**src/pkg/fbch_defines.vh**
```
// Constants of the fieldbus command handshake block.
// Included by the design file; holds definitions only.
`ifndef FBCH_DEFINES_VH
`define FBCH_DEFINES_VH

// Error field codes
`define FBCH_ERR_NONE    8'h00
`define FBCH_ERR_TRIG    8'h01
`define FBCH_ERR_SWAP    8'h02
`define FBCH_ERR_OPERATE 8'h03

// Reset values
`define FBCH_RST_FRAME   8'h00
`define FBCH_RST_SLOT    8'h00
`define FBCH_RST_TAG     8'h00

// Settling time of a command before its result is applied:
// 40 ns at the 4 ns clock, in cycles
`define FBCH_EXEC_CYC    8'h0A

`endif

```
**src/fbch_handshake.v**
```verilog
// Fieldbus command handshake: the camera's side of the control/status image.
// Assumes control image bits arrive from logic on clk (fieldbus stack) and
// that the imaging core reports capture/job/operate outcomes as pulses on clk.
`timescale 1ns/100ps
`include "fbch_defines.vh"

module fbch_handshake (
    // Clock and reset
    input  wire       clk,
    input  wire       sys_rst,
    // Control image from the controller
    input  wire       triggerRequest,
    input  wire       program_swap_request,
    input  wire       enter_operate_request,
    input  wire       faultClear,
    input  wire [7:0] targetSlot,
    input  wire [7:0] requestTag,
    // Request channel: response of the command engine
    input  wire       responseDone,
    // Imaging core
    input  wire       coreBusy,
    input  wire       triggerFail,
    input  wire       slotValid,
    input  wire       operateFail,
    input  wire       jobExecuted,
    // Request channel to the command engine
    output reg        commandStart,
    // Capture start to the imaging core
    output reg        captureStart,
    // Status image to the controller
    output reg        ready,
    output reg        triggerAcknowledge,
    output reg        program_swap_acknowledge,
    output reg        enter_operate_acknowledge,
    output reg        operateMode,
    output reg  [7:0] errorCode,
    output reg  [7:0] frame_sequence_count,
    output reg  [7:0] activeSlot,
    output reg  [7:0] responseTag
);

    // One-hot command states
    localparam [3:0] ST_IDLE = 4'h1;
    localparam [3:0] ST_EXEC = 4'h2;
    localparam [3:0] ST_ACK  = 4'h4;
    localparam [3:0] ST_FAIL = 4'h8;

    // Command kinds
    localparam [1:0] CMD_TRIG = 2'h0;
    localparam [1:0] CMD_SWAP = 2'h1;
    localparam [1:0] CMD_OPER = 2'h2;

    localparam [7:0] EXEC_CYC = `FBCH_EXEC_CYC;

    // Command sequencer
    reg  [3:0] state_q;
    reg  [3:0] state_d;
    reg  [1:0] cmd_q;
    reg  [1:0] cmd_d;
    reg  [7:0] wait_q;
    reg  [7:0] wait_d;
    reg        execFail;
    // Request levels of the previous cycle
    reg        trigPrev_q;
    reg        swapPrev_q;
    reg        operPrev_q;
    // Job change failure, held until a good job change
    reg        swapFailed_q;
    // Generic request channel
    reg  [7:0] pendTag_q;
    reg        tagBusy_q;

    // Low-to-high step of a request level
    function rise;
        input now;
        input prev;
        begin
            rise = now & ~prev;
        end
    endfunction

    // Request still held for the command being acknowledged
    function held;
        input [1:0] cmd;
        input       t;
        input       s;
        input       o;
        begin
            held = (cmd == CMD_TRIG) ? t : (cmd == CMD_SWAP) ? s : o;
        end
    endfunction

    // Error code reported by a failed command
    function [7:0] failCode;
        input [1:0] cmd;
        begin
            if (cmd == CMD_TRIG) begin
                failCode = `FBCH_ERR_TRIG;
            end else if (cmd == CMD_SWAP) begin
                failCode = `FBCH_ERR_SWAP;
            end else begin
                failCode = `FBCH_ERR_OPERATE;
            end
        end
    endfunction

    wire trigRise = rise(triggerRequest, trigPrev_q);
    wire swapRise = rise(program_swap_request, swapPrev_q);
    wire operRise = rise(enter_operate_request, operPrev_q);
    wire reqHeld  = held(cmd_q, triggerRequest, program_swap_request,
                         enter_operate_request);
    // Last execution cycle: the outcome is applied here
    wire execLast = (state_q == ST_EXEC) & (wait_q <= 8'h01);
    wire trigLost = (cmd_q == CMD_TRIG) & execFail;
    wire ackRise  = execLast & ~trigLost;
    wire ackFall  = (state_q == ST_ACK) & ~reqHeld;

    // Outcome of the command under execution
    always @* begin
        execFail = 1'b0;
        if (cmd_q == CMD_TRIG) begin
            execFail = triggerFail | coreBusy;
        end else if (cmd_q == CMD_SWAP) begin
            execFail = ~slotValid;
        end else begin
            execFail = operateFail | operateMode;
        end
    end

    // Next state of the command sequencer
    always @* begin
        state_d = state_q;
        cmd_d   = cmd_q;
        wait_d  = wait_q;
        case (state_q)
            ST_IDLE: begin
                wait_d = EXEC_CYC;
                // One command at a time, trigger first
                if (trigRise) begin
                    cmd_d   = CMD_TRIG;
                    state_d = ST_EXEC;
                end else if (swapRise) begin
                    cmd_d   = CMD_SWAP;
                    state_d = ST_EXEC;
                end else if (operRise) begin
                    cmd_d   = CMD_OPER;
                    state_d = ST_EXEC;
                end
            end
            ST_EXEC: begin
                // Rises seen here are dropped, no ack and no error
                if (!execLast) begin
                    wait_d = wait_q - 8'h01;
                end else if (trigLost) begin
                    state_d = ST_FAIL;
                end else begin
                    state_d = ST_ACK;
                end
            end
            ST_ACK: begin
                // Ack falls once the controller drops its request
                if (!reqHeld) begin
                    state_d = ST_IDLE;
                end
            end
            ST_FAIL: begin
                if (!triggerRequest) begin
                    state_d = ST_IDLE;
                end
            end
            default: begin
                state_d = ST_IDLE;
            end
        endcase
    end

    always @(posedge clk) begin
        if (sys_rst) begin
            state_q <= ST_IDLE;
            cmd_q   <= CMD_TRIG;
            wait_q  <= 8'h00;
        end else begin
            state_q <= state_d;
            cmd_q   <= cmd_d;
            wait_q  <= wait_d;
        end
    end

    // Request edge detection
    always @(posedge clk) begin
        if (sys_rst) begin
            trigPrev_q <= 1'b0;
            swapPrev_q <= 1'b0;
            operPrev_q <= 1'b0;
        end else begin
            trigPrev_q <= triggerRequest;
            swapPrev_q <= program_swap_request;
            operPrev_q <= enter_operate_request;
        end
    end

    // Ready: idle, core free, no failed job change, no clear pending
    always @(posedge clk) begin
        if (sys_rst) begin
            ready <= 1'b0;
        end else begin
            ready <= (state_q == ST_IDLE) & ~coreBusy & ~swapFailed_q
                     & ~faultClear;
        end
    end

    // Acknowledge bits and capture launch
    always @(posedge clk) begin
        if (sys_rst) begin
            triggerAcknowledge        <= 1'b0;
            program_swap_acknowledge  <= 1'b0;
            enter_operate_acknowledge <= 1'b0;
            captureStart              <= 1'b0;
        end else begin
            captureStart <= ackRise & (cmd_q == CMD_TRIG);
            if (ackFall) begin
                triggerAcknowledge        <= 1'b0;
                program_swap_acknowledge  <= 1'b0;
                enter_operate_acknowledge <= 1'b0;
            end else if (ackRise) begin
                triggerAcknowledge        <= (cmd_q == CMD_TRIG);
                program_swap_acknowledge  <= (cmd_q == CMD_SWAP);
                enter_operate_acknowledge <= (cmd_q == CMD_OPER);
            end
        end
    end

    // Error field: a new error wins over a clear in the same cycle
    always @(posedge clk) begin
        if (sys_rst) begin
            errorCode <= `FBCH_ERR_NONE;
        end else if (execLast & execFail) begin
            errorCode <= failCode(cmd_q);
        end else if (faultClear) begin
            errorCode <= `FBCH_ERR_NONE;
        end
    end

    // Run mode, entered by a good switch to run and then kept
    always @(posedge clk) begin
        if (sys_rst) begin
            operateMode <= 1'b0;
        end else if (execLast & (cmd_q == CMD_OPER) & ~execFail) begin
            operateMode <= 1'b1;
        end
    end

    // Program slot echo and sticky job change failure
    always @(posedge clk) begin
        if (sys_rst) begin
            activeSlot   <= `FBCH_RST_SLOT;
            swapFailed_q <= 1'b0;
        end else if (execLast & (cmd_q == CMD_SWAP)) begin
            if (execFail) begin
                swapFailed_q <= 1'b1;
            end else begin
                activeSlot   <= targetSlot;
                swapFailed_q <= 1'b0;
            end
        end
    end

    // Frame counter, wraps after 255
    always @(posedge clk) begin
        if (sys_rst) begin
            frame_sequence_count <= `FBCH_RST_FRAME;
        end else if (jobExecuted) begin
            frame_sequence_count <= frame_sequence_count + 8'h01;
        end
    end

    // Generic request channel: tag change starts a command, tag echoed later
    always @(posedge clk) begin
        if (sys_rst) begin
            pendTag_q    <= `FBCH_RST_TAG;
            tagBusy_q    <= 1'b0;
            commandStart <= 1'b0;
            responseTag  <= `FBCH_RST_TAG;
        end else begin
            commandStart <= 1'b0;
            if (!tagBusy_q && requestTag != responseTag) begin
                pendTag_q    <= requestTag;
                tagBusy_q    <= 1'b1;
                commandStart <= 1'b1;
            end else if (tagBusy_q && responseDone) begin
                responseTag <= pendTag_q;
                tagBusy_q   <= 1'b0;
            end
        end
    end

endmodule

```
**config.mk**
```make
export PLATFORM = sky130hd
export DESIGN_NAME = fbch_handshake
export DESIGN_NICKNAME = d
export VERILOG_FILES = /design/src/fbch_handshake.v
export VERILOG_INCLUDE_DIRS = /design/src /design/src/pkg
export SDC_FILE = /design/constraint.sdc
export NUM_CORES = 1
export LEC_CHECK = 0
export BUFFER_PORTS_ARGS = -buffer_cell sky130_fd_sc_hd__buf_2
export CELL_PAD_IN_SITES_DETAIL_PLACEMENT = 0
export CELL_PAD_IN_SITES_GLOBAL_PLACEMENT = 1
export CORE_AREA = 2 2 85 87
export CTS_CLUSTER_DIAMETER = 60
export DETAILED_ROUTE_END_ITERATION = 8
export DIE_AREA = 0 0 87 89
export GPL_TIMING_DRIVEN = 0
export PLACE_DENSITY_LB_ADDON = 0.1
export SYNTH_ARGS = -nofsm -noshare
export SYNTH_HDL_FRONTEND = slang
export SYNTH_SLANG_ARGS = --single-unit
```
**constraint.sdc**
```tcl
create_clock -name clk -period 4.5 [get_ports clk]
set_input_delay 0.45 -clock clk [delete_from_list [all_inputs] [get_ports clk]]
set_output_delay 0.45 -clock clk [all_outputs]
set_load 0.005 [all_outputs]
```
==> results by group, run 1 <==
Clock network
  – CTS Hold Buffers Added: 0
  – Post-CTS Resized: 0
  – Clock Tree Buf Depth: 2
  – Post-CTS setup buffer count: 0
  – Clk Latency, worst-skew pair: roughly 0.34 ns
  – Htree depth: 3
  – Clock Root Buffer: clkbuf_8
  – Clock slew at reported path FFs: 0.07 ns
  – CTS buffer count: 9
  – Clk sinks: 60
  – CTS tree: done

Pwr
  – Combinational Power Share: 19.3%
  – Worst IR Drop VDD: roughly 160 µV
  – Clk pwr share: 40.2%
  – Leakage: ~1.4 nW
  – Power, Total: roughly 1.5 mW
  – Internal Power: ~1.0 mW
  – Sw Share: a little under 30%
  – Power Dens Cells: about 440 mW/mm²
  – P_sw: 0.438 mW
  – Seq pwr share: between 40% and 50%

GRT
  – GRT overflow: 0
  – Number of global-route vias before repair: between 2k and 2.5k
  – First-pass GRT wire length: approximately 11000 µm
  – GRT Total Usage: between 10% and 20%
  – Largest net degree at the start of global routing: 12
  – Initial antenna violation count: 0

Critical path
  – Worst r2r src: wait_q[0]
  – CP delay by family, top: simple AND/OR/NAND/NOR gates
  – CP Launch Type: flip-flop
  – WP buf/inv: 2
  – CP Capture Point: activeSlot[5]
  – WS Path Type: reg -> reg
  – Crit-path cells: inv_1, ha_1, nor2_1, nand4b_1, clkbuf_1, o21ai_1, a21oi_1
  – Worst path slowest cell: nor2_1
  – Largest fanout on the critical path: 10
  – Worst path depth: 7
  – R2R cell count: 7
  – Max incr delay on CP: 0.45 ns
  – Critical path origin: wait_q[0]
  – WP data arrival: roughly 2.5 ns
  – R2r setup slk: roughly 2.3 ns
  – Critical Path End Type: flip-flop
  – Critical path required time: between 4 and 5 ns
  – Worst r2r dst: activeSlot[5]

Floorplanning
  – Site Rows: 30
  – Chip width: between 80 and 90 µm
  – Initial Utilization: between 40% and 50%
  – I/O Pins: 67
  – Die area: 0.00774 mm²
  – Core footprint: approximately 0.0067 mm²
  – Die H: 89 µm

Yosys
  – Ys async rst share: 0%
  – Number of flops mapped to enable cells by yosys: 0
  – Post-synthesis sequential area ratio: roughly 43%
  – Synth Cell Area: between 0.002 and 0.003 mm²
  – Ys flop type: dfxtp_1
  – Biggest area consumer among synthesized cells: dfxtp_1
  – Synth top area share: between 40% and 50%
  – Synth warnings: 0
  – Synthesized area per cell: slightly below 9 µm²
  – Synthesis-stage register bit count: 60
  – Top cells by area, synth: dfxtp_1 43%, nand2_1 6.1%, a21oi_1 5.4%
  – Synth cell types: 50
  – Cells after Synth: about 320

STA
  – Final worst path period share: ~49%
  – Setup violations, final: 0
  – Worst clock skew: just over 0.009 ns
  – Slew @ Worst Pin: 1.11 ns
  – Final hold vios: 0
  – Minimum clock period after layout: approximately 2.2 ns
  – Fin worst setup slack: between 2 and 2.5 ns
  – RSZ-0062 raised after global routing: no
  – Worst slew margin: 25.7%
  – Fin. max-slew vios: 0
  – Hold WS: approximately 0.34 ns
  – Fmax: about 450 MHz
  – Fin Setup TNS: 0 ns

Finish
  – Antenna diodes: 0
  – Area delta synth->final: 23.3%
  – Cell Count, Final, Fillers Out: ~470
  – Commonest non-fill, non-tap cells in the layout: 60 x dfxtp_1, 58 x buf_2, 45 x nand2_1
  – Most common cell after layout, fill and taps aside: dfxtp_1
  – NumNets Final: 419
  – Layout cells sized above 1: between 20% and 30%

Placed design
  – GPL Wtd Cong: approximately 0.8
  – Pre-CTS WS: ~2.3 ns
  – Cells after DPL: approximately 460
  – Buffers on Ports: 57
  – Dpl hpwl: around 4800 µm

Detailed routing
  – First-pass DRT Iterations: 4
  – DRT Wirelength: 6960 µm
  – Wire length per cell: 14.7 µm
  – Via-per-instance ratio: 5.25
  – Violation count after the first detailed-routing iteration: between 90 and 100
  – Post-DRT Antenna Nets: 0
  – Routed vias: between 2k and 2.5k
  – Drt drc: 0

Min path
  – Type of the most critical hold path: in -> reg

Status
  – Status: finished clean

Flow run
  – Max-cap violation count: 0
-- cell type report --
| class | count | area [µm²] |
|---|---|---|
| clock buffers | 10 | 128 |
| repair buffers | 57 | 285 |
| fillers | 676 | 3310 |
| inverters | 4 | 15.0 |
| flip-flops and latches | 60 | 1200 |
| clock inverters | 6 | 111 |
| well taps | 80 | 100 |
| plain buffers | 24 | 118 |
| multi-input cells | 232 | 1450 |
-- through the flow --
stage          instance area [µm²]  utilization, %
2_1_floorplan                 2780               -
3_3_place_gp                  3170            47.2
3_5_place_dp                  3170            47.2
4_1_cts                       3410            50.7
5_1_grt                       3410            50.7
6_report                      3410            50.7
-- worst register-to-register path, cell delays in order (launching register included) --
cell and delay, ns:
dfxtp_1 0.38, inv_1 0.07, ha_1 0.30, nor2_1 0.45, nand4b_1 0.26, clkbuf_1 0.39, o21ai_1 0.14, a21oi_1 0.15
-- logic make-up after synthesis --
family | synth area share (%)
AO/OA/AOI/OAI | 16.1
adder cells (fa/ha/maj) | 1.36
other | 0.136
buffers and inverters | 4.80
AND/OR/NAND/NOR | 25.3
flip-flops | 43.5
multiplexers | 4.75
XOR/XNOR | 4.12
-- state kept, by name, indices dropped and copies added (netlist names), 2 cells and up --
name	flops
responseTag	8
state_q	4
errorCode	2
cmd_q	2
wait_q	8
pendTag_q	8
frame_sequence_count	8
activeSlot	8
-- cell usage after synthesis, types with 2 or more instances --
library cell   n
dfxtp_1       60
nand2_1       45
a21oi_1       30
nand3_1       18
nor2_1        18
clkbuf_1      13
mux2i_1       12
xor2_1        12
nor3_1        11
o21ai_1       11
buf_4          7
nor2b_1        7
o2111ai_1      6
nor4_1         4
o21ai_0        4
buf_1          3
ha_1           3
inv_1          3
nand3b_1       3
nand4_1        3
nor3b_1        3
or3_1          3
a211oi_1       2
and2_1         2
and3_1         2
nor4b_2        2
o211a_1        2
o211ai_1       2
or4_1          2
or4b_1         2
-- routing by layer --
layer | global-route usage, % | share of wire (%)
met5 | 0 | 0
met4 | 8.81 | 1.9
met3 | 4.34 | 4.2
met2 | 29.9 | 45
met1 | 23.9 | 49
-- how the worst min path moves through the flow --
stage                                from            end  slack, ns  cells after the start
global placement             pendTag_q[3]   pendTag_q[3]       0.44                      2
global route                targetSlot[3]  activeSlot[3]       0.35                      3
CTS                  program_swap_request     swapPrev_q       0.33                      2
finish              enter_operate_request     operPrev_q       0.34                      2
floorplan                    pendTag_q[0]   pendTag_q[0]       0.43                      2
detailed placement           pendTag_q[5]   pendTag_q[5]       0.45                      2
-- power by group through the flow --
stage	registers, mW	clock network, mW	logic, mW
finish	0.601	0.596	0.285
detailed placement	0.612	0	0.283
global route	0.606	0.631	0.317
floorplan	0.605	0	0.212
CTS	0.600	0.610	0.284
global placement	0.611	0	0.280
No activity file was read; power rests on OpenSTA's default activity.
==> run 2: changes to the inputs <==
--- a/config.mk
+++ b/config.mk
@@ -9,10 +9,10 @@
 export BUFFER_PORTS_ARGS = -buffer_cell sky130_fd_sc_hd__buf_2
 export CELL_PAD_IN_SITES_DETAIL_PLACEMENT = 0
 export CELL_PAD_IN_SITES_GLOBAL_PLACEMENT = 1
-export CORE_AREA = 2 2 85 87
+export CORE_AREA = 2 2 88 90
 export CTS_CLUSTER_DIAMETER = 60
 export DETAILED_ROUTE_END_ITERATION = 8
-export DIE_AREA = 0 0 87 89
+export DIE_AREA = 0 0 90 92
 export GPL_TIMING_DRIVEN = 0
 export PLACE_DENSITY_LB_ADDON = 0.1
 export SYNTH_ARGS = -nofsm -noshare
==> constraint.sdc (replaced) <==
create_clock -name clk -period 2.22 [get_ports clk]
set_input_delay 0.222 -clock clk [delete_from_list [all_inputs] [get_ports clk]]
set_output_delay 0.222 -clock clk [all_outputs]
set_load 0.005 [all_outputs]
==> run 2 against run 1 <==
Effect of this change:
- first-iteration DRC count increased by 22%
- flip-flop and latch count unchanged
- combinational power increased by 110%
- die area increased by 6.9%
- design area increased by 0.37%
- register-to-register slack got worse by 2.1 ns
- total power increased by 88%
- clock power increased by 63%
- sequential power increased by 100%
- clock-buffer cell count unchanged
- largest cell class unchanged
- largest power group unchanged
- highest routed layer unchanged
==> results by group, run 2 (synthesis results as in run 1) <==
STA
  – Final worst path period share: 93.7% (+44 points)
  – Fin. max-slew vios: 0 (unchanged)
  – RSZ-0062 raised after global routing: no
  – Minimum clock period after layout: 2.08 ns (-0.140 ns)
  – Final hold vios: 0 (unchanged)
  – Setup violations, final: 0 (unchanged)
  – Fmax: 481 MHz (+6.7%)
  – Slew @ Worst Pin: 1.13 ns (+0.0177 ns)
  – Worst clock skew: 0.00441 ns (-0.00479 ns)
  – Fin Setup TNS: 0 ns (unchanged)
  – Worst slew margin: 24.6% (-1.2 points)

Status
  – Status: finished clean

Floorplanning
  – Site Rows: 32 (+6.7%)
  – Die H: 92 µm (+3.4%)
  – Chip width: 90 µm (+3.4%)
  – Initial Utilization: 37.1% (-4.0 points)
  – Die area: 0.00828 mm² (+6.9%)
  – I/O Pins: 67 (unchanged)
  – Core footprint: 0.00745 mm² (+11%)

Placed design
  – Dpl hpwl: 4900 µm (+0.97%)
  – GPL Wtd Cong: 0.740 (-5.8%)
  – Area of placed instances: 0.00320 mm² (+0.87%)
  – Buffers on Ports: 57 (unchanged)

Finish
  – Register Area: 0.00120 mm² (unchanged)
  – NumNets Final: 421 (+0.48%)
  – Commonest non-fill, non-tap cells in the layout: 60 x dfxtp_1, 58 x buf_2, 45 x nand2_1
  – Final Cell Area: 0.00342 mm² (+0.37%)
  – Layout cells sized above 1: 24.1% (+1.2 points)
  – Area delta synth->final: 23.7%
  – Most common cell after layout, fill and taps aside: dfxtp_1
  – # fillers: 785 (+16%)
  – Multi-input gate area: 0.00147 mm² (+1.2%)
  – Antenna diodes: 0 (unchanged)

Critical path
  – Crit-path cells: inv_1, ha_1, nor2_2, nand4b_1, nor3_1, mux2_2
  – CP Launch Type: flip-flop
  – Critical path origin: wait_q[0]
  – Critical path required time: 2.44 ns (-2.33 ns)
  – Worst r2r src: wait_q[0]
  – Worst path slowest cell: nor3_1
  – Critical Path End Type: flip-flop
  – Max incr delay on CP: 0.42 ns (-0.03 ns)
  – WP data arrival: 2.30 ns (-0.19 ns)
  – Largest fanout on the critical path: 6 (-4)
  – WS Path Type: reg -> reg

GRT
  – First-pass GRT wire length: 12100 µm (+7.6%)
  – Largest net degree at the start of global routing: 11 (-1)
  – Initial antenna violation count: 0 (unchanged)
  – GRT overflow: 0 (unchanged)
  – Number of global-route vias before repair: 2453 (+5.5%)
  – GRT Total Usage: 18.0% (-0.63 points)

Pwr
  – Internal Power: 1.92 mW (+83%)
  – Leakage: 1.45 nW (-0.14%)
  – Worst IR Drop VDD: 288 µV (+85%)
  – Combinational Power Share: 21.2% (+1.9 points)
  – Sw Share: 31.2% (+1.7 points)
  – Seq pwr share: 43.9% (+3.3 points)
  – Clk pwr share: 34.8% (-5.4 points)
  – P_sw: 0.868 mW (+98%)
  – Power Dens Cells: 814 mW/mm² (+87%)

Detailed routing
  – Post-DRT Antenna Nets: 0 (unchanged)
  – Via-per-instance ratio: 4.93 (-6.1%)
  – Drt drc: 0 (unchanged)
  – DRT Wirelength: 7120 µm (+2.3%)
  – First-pass DRT Iterations: 5 (+1)
  – Wire length per cell: 14.4 µm (-2.4%)
  – Routed vias: 2446 (-1.5%)
  – Violation count after the first detailed-routing iteration: 112 (+22%)

Clock network
  – CTS buffer count: 9 (unchanged)
  – CTS tree: done
  – Clock slew at reported path FFs: 0.07 ns (about the same)
  – Clk Latency, worst-skew pair: 0.33 ns (about the same)
  – Clk sinks: 60 (unchanged)
  – CTS Hold Buffers Added: 0 (unchanged)
  – Clock Root Buffer: clkbuf_8
  – Htree depth: 3 (unchanged)
  – Clock Tree Buf Depth: 2 (unchanged)

Flow run
  – Max-cap violation count: 0 (unchanged)

Min path
  – Type of the most critical hold path: in -> reg
  – Hold Path Origin: program_swap_request
==> run 2: cell types whose count changed in the layout (fill, tap and decap cells not counted), sizes merged <==
| cell | previous run | this run |
|---|---|---|
| buf | 68 | 70 |
| bufinv | 3 | 1 |
| clkinv | 1 | 3 |
| inv | 5 | 4 |
==> run 2: routing by layer <==
layer  up-vias  track usage (%)  wire length, µm  part of all wire [%]
met5         -                0                0                     0
met4         0             7.82               70                  0.98
met3         6             3.86              365                   5.1
met2        67             28.3             3280                    46
met1      1110             24.0             3400                    48
li1       1263                -                -                     -
==> run 2: final timing paths <==
path	end	slack (ns)	cells after the start
setup / recovery	errorCode[0]	0.14	6
hold / removal	swapPrev_q	0.13	2
setup reg to reg	errorCode[0]	0.14	6
hold reg to reg	pendTag_q[4]	0.46	2
==> run 2: power by group through the flow <==
stage	logic, mW	registers [mW]	clock network, mW
2_1_floorplan	0.430	1.23	0
3_3_place_gp	0.572	1.24	0
3_5_place_dp	0.577	1.24	0
4_1_cts	0.582	1.22	0.998
5_1_grt	0.666	1.23	1.04
6_report	0.591	1.22	0.969
==> run 2: through the flow <==
stage	instances	setup WS, ns	utilization [%]	total power, mW	hold WS (ns)
4_1_cts	494	0.0418	45.5	2.80	0.114
3_5_place_dp	479	0.0114	42.9	1.82	0.448
5_1_grt	496	0.000346	45.9	2.94	0.137
3_3_place_gp	479	0.0165	42.9	1.81	0.443
6_report	496	0.140	45.9	2.78	0.132
2_1_floorplan	320	0.313	-	1.66	0.350
==> run 2: final cells by class <==
type	count	share of cell area, %
Multi-Input combinational cell	232	42.9
Clock buffer	10	4.02
Sequential cell	60	35.1
Timing Repair Buffer	59	8.78
Clock inverter	5	1.54
Inverter	4	0.439
Tap cell	102	3.73
Buffer	24	3.48
==> run 2: what timing repair did <==
item	4_1_cts	5_1_grt
resized for setup	1	4
pin swaps	0	1
setup endpoints to repair	10	12
buffers inserted	0	2
gates cloned	0	0
==> run 2: critical path: cells and delay by family (launching register included) <==
kind,cells,cell delay [ns]
adders and majority gates,1,0.32
buffers and inverters,1,0.09
DFF,1,0.34
muxes,1,0.38
and+or+nand+nor,3,0.84
==> run 3: changes to the inputs <==
--- a/config.mk
+++ b/config.mk
@@ -14,7 +14,8 @@
 export DETAILED_ROUTE_END_ITERATION = 8
 export DIE_AREA = 0 0 90 92
 export GPL_TIMING_DRIVEN = 0
-export PLACE_DENSITY_LB_ADDON = 0.1
+export HOLD_SLACK_MARGIN = 0.05
+export PLACE_DENSITY = 0.81
 export SYNTH_ARGS = -nofsm -noshare
 export SYNTH_HDL_FRONTEND = slang
 export SYNTH_SLANG_ARGS = --single-unit
==> run 3 against run 2 <==
Effect of this change:
- final cell count shrank 0.20%
- wire length shrank 4.3%
- largest cell class unchanged
- highest routed layer unchanged
- flip-flop and latch count is the same
- sequential share of layout area grew 0.36 points
- critical path depth shrank 2
==> results by group, run 3 (synthesis results as in run 1) <==
Critical path
  – Critical path required time: 2.44 ns (about the same)
  – R2r setup slk: 0.09 ns (-0.05 ns)
  – Critical Path End Type: flip-flop
  – WP data arrival: 2.35 ns (+0.05 ns)
  – Worst r2r dst: errorCode[0]
  – Worst path slowest cell: nor4_1
  – Crit-path cells: nor4_1, nand4b_1, nor3_2, mux2_2
  – WS Path Type: reg -> reg
  – R2R cell count: 4 (-2)
  – Largest fanout on the critical path: 6 (unchanged)
  – CP Launch Type: flip-flop
  – Max incr delay on CP: 0.58 ns (+0.16 ns)
  – Worst r2r src: wait_q[4]

STA
  – Fmax: 470 MHz (-2.3%)
  – Final worst path period share: 95.9% (+2.2 points)
  – Hold WS: 0.129 ns (-0.00284 ns)
  – RSZ-0062 raised after global routing: no
  – Final hold vios: 0 (unchanged)
  – Worst clock skew: 0.00808 ns (+0.00367 ns)
  – Setup violations, final: 0 (unchanged)
  – Slew @ Worst Pin: 1.10 ns (-0.0307 ns)
  – Fin worst setup slack: 0.0917 ns (-0.0481 ns)
  – Fin. max-slew vios: 0 (unchanged)
  – Minimum clock period after layout: 2.13 ns (+0.0481 ns)
  – Worst slew margin: 26.6% (+2.0 points)

Finish
  – Multi-input gate area: 0.00147 mm² (about the same)
  – # fillers: 787 (+0.25%)
  – Antenna diodes: 0 (unchanged)
  – Register Area: 0.00120 mm² (unchanged)
  – Final Cell Area: 0.00338 mm² (-1.0%)
  – Layout cells sized above 1: 23.7% (-0.45 points)
  – NumNets Final: 421 (unchanged)
  – Most common cell after layout, fill and taps aside: dfxtp_1
  – Commonest non-fill, non-tap cells in the layout: 60 x dfxtp_1, 58 x buf_2, 45 x nand2_1
  – Area delta synth->final: 22.5%

Floorplanning
  – Die area: 0.00828 mm² (unchanged)
  – Die H: 92 µm (unchanged)
  – Initial Utilization: 37.1% (unchanged)
  – Site Rows: 32 (unchanged)
  – Core footprint: 0.00745 mm² (unchanged)
  – I/O Pins: 67 (unchanged)
  – Chip width: 90 µm (unchanged)

Pwr
  – Power Dens Cells: 778 mW/mm² (-4.4%)
  – Leakage: 1.43 nW (-0.98%)
  – Worst IR Drop VDD: 451 µV (+57%)

Clock network
  – Clk Latency, worst-skew pair: 0.34 ns (about the same)
  – Htree depth: 3 (unchanged)
  – Clock Root Buffer: clkbuf_8
  – Clk sinks: 60 (unchanged)
  – CTS tree: done
  – CTS buffer count: 9 (unchanged)
  – Clock Tree Buf Depth: 2 (unchanged)
  – Clock slew at reported path FFs: 0.06 ns (about the same)

Detailed routing
  – DRT Wirelength: 6820 µm (-4.3%)
  – Wire length per cell: 13.8 µm (-4.1%)
  – Post-DRT Antenna Nets: 0 (unchanged)
  – Drt drc: 0 (unchanged)
  – Via-per-instance ratio: 5.01 (+1.6%)
  – Routed vias: 2479 (+1.3%)
  – First-pass DRT Iterations: 5 (unchanged)
  – Violation count after the first detailed-routing iteration: 105 (-6.3%)

GRT
  – Number of global-route vias before repair: 2372 (-3.3%)
  – First-pass GRT wire length: 11300 µm (-6.3%)
  – GRT overflow: 0 (unchanged)
  – GRT Total Usage: 17.0% (-1.0 points)
  – Largest net degree at the start of global routing: 11 (unchanged)
  – Initial antenna violation count: 0 (unchanged)

Min path
  – Hold Path End: operPrev_q
  – Type of the most critical hold path: in -> reg
  – Hold-critical path depth: 2 (unchanged)
  – Hold Path Origin: enter_operate_request

Placed design
  – Area of placed instances: 0.00320 mm² (unchanged)
  – Pre-CTS WS: -0.00739 ns (-0.0188 ns)
  – Dpl hpwl: 4810 µm (-1.8%)
  – Buffers on Ports: 57 (unchanged)
  – GPL Wtd Cong: 0.769 (+3.9%)

Flow run
  – Max-cap violation count: 0 (unchanged)

Status
  – Status: finished clean
==> run 3: changes by cell type in the layout (fill, tap and decap cells not counted) <==
cell / delta
nor4_2: -1
nor3_2: +1
clkinvlp_4: -1
nor3_1: -1
bufinv_16: -1
nor4_1: +1
clkbuf_1: +1
==> run 3: power by group <==
group / switching [mW] / leakage [nW] / internal [mW]
Clock: 0.410 / 0.0848 / 0.417
Combinational: 0.362 / 0.859 / 0.227
Sequential: 0.0683 / 0.489 / 1.15
==> run 3: worst max-delay path by stage <==
stage                    from            end  slack [ns]  depth (start not counted)
global route        wait_q[0]   errorCode[0]        0.03                          6
finish              wait_q[4]   errorCode[0]        0.09                          4
floorplan           wait_q[4]      wait_q[2]        0.31                          4
detailed placement  wait_q[0]  activeSlot[1]      -0.007                          7
global placement    wait_q[0]   errorCode[0]        0.02                          6
CTS                 wait_q[0]   errorCode[0]        0.05                          6
==> run 3: cell type report <==
class | count | share of cell area (%)
multi-input cells | 232 | 43.3
clock buffers | 11 | 4.18
clock inverters | 3 | 0.444
inverters | 4 | 0.444
plain buffers | 24 | 3.51
flip-flops and latches | 60 | 35.5
well taps | 102 | 3.77
repair buffers | 59 | 8.87
==> run 3: repair_timing <==
| action | in CTS | in global routing |
|---|---|---|
| pin swaps | 0 | 1 |
| setup endpoints to repair | 8 | 11 |
| resized for setup | 2 | 3 |
| hold buffers | 0 | 0 |
| setup buffers | 0 | 2 |
==> run 3: worst max-delay path, delay by kind of cell, from the launching register on <==
kind          cells  cell delay (ns)
simple gates      3             1.29
flops             1             0.36
mux               1             0.36
==> run 3: through the flow <==
stage	setup TNS [ns]	util [%]	power (mW)	std cells
after floorplan	0	-	1.66	320
after global placement	0	42.9	1.81	479
after detailed placement	-0.00739	42.9	1.82	479
after CTS	0	45.2	2.65	493
after global routing	0	45.4	2.78	495
final	0	45.4	2.63	495
==> run 3: per-layer routing <==
layer,wire length (µm),vias to the layer above,track usage (%)
met1,3180,1135,21.4
li1,-,1259,-
met4,42,0,5.38
met5,0,-,0
met3,471,4,6.00
met2,3120,81,27.3
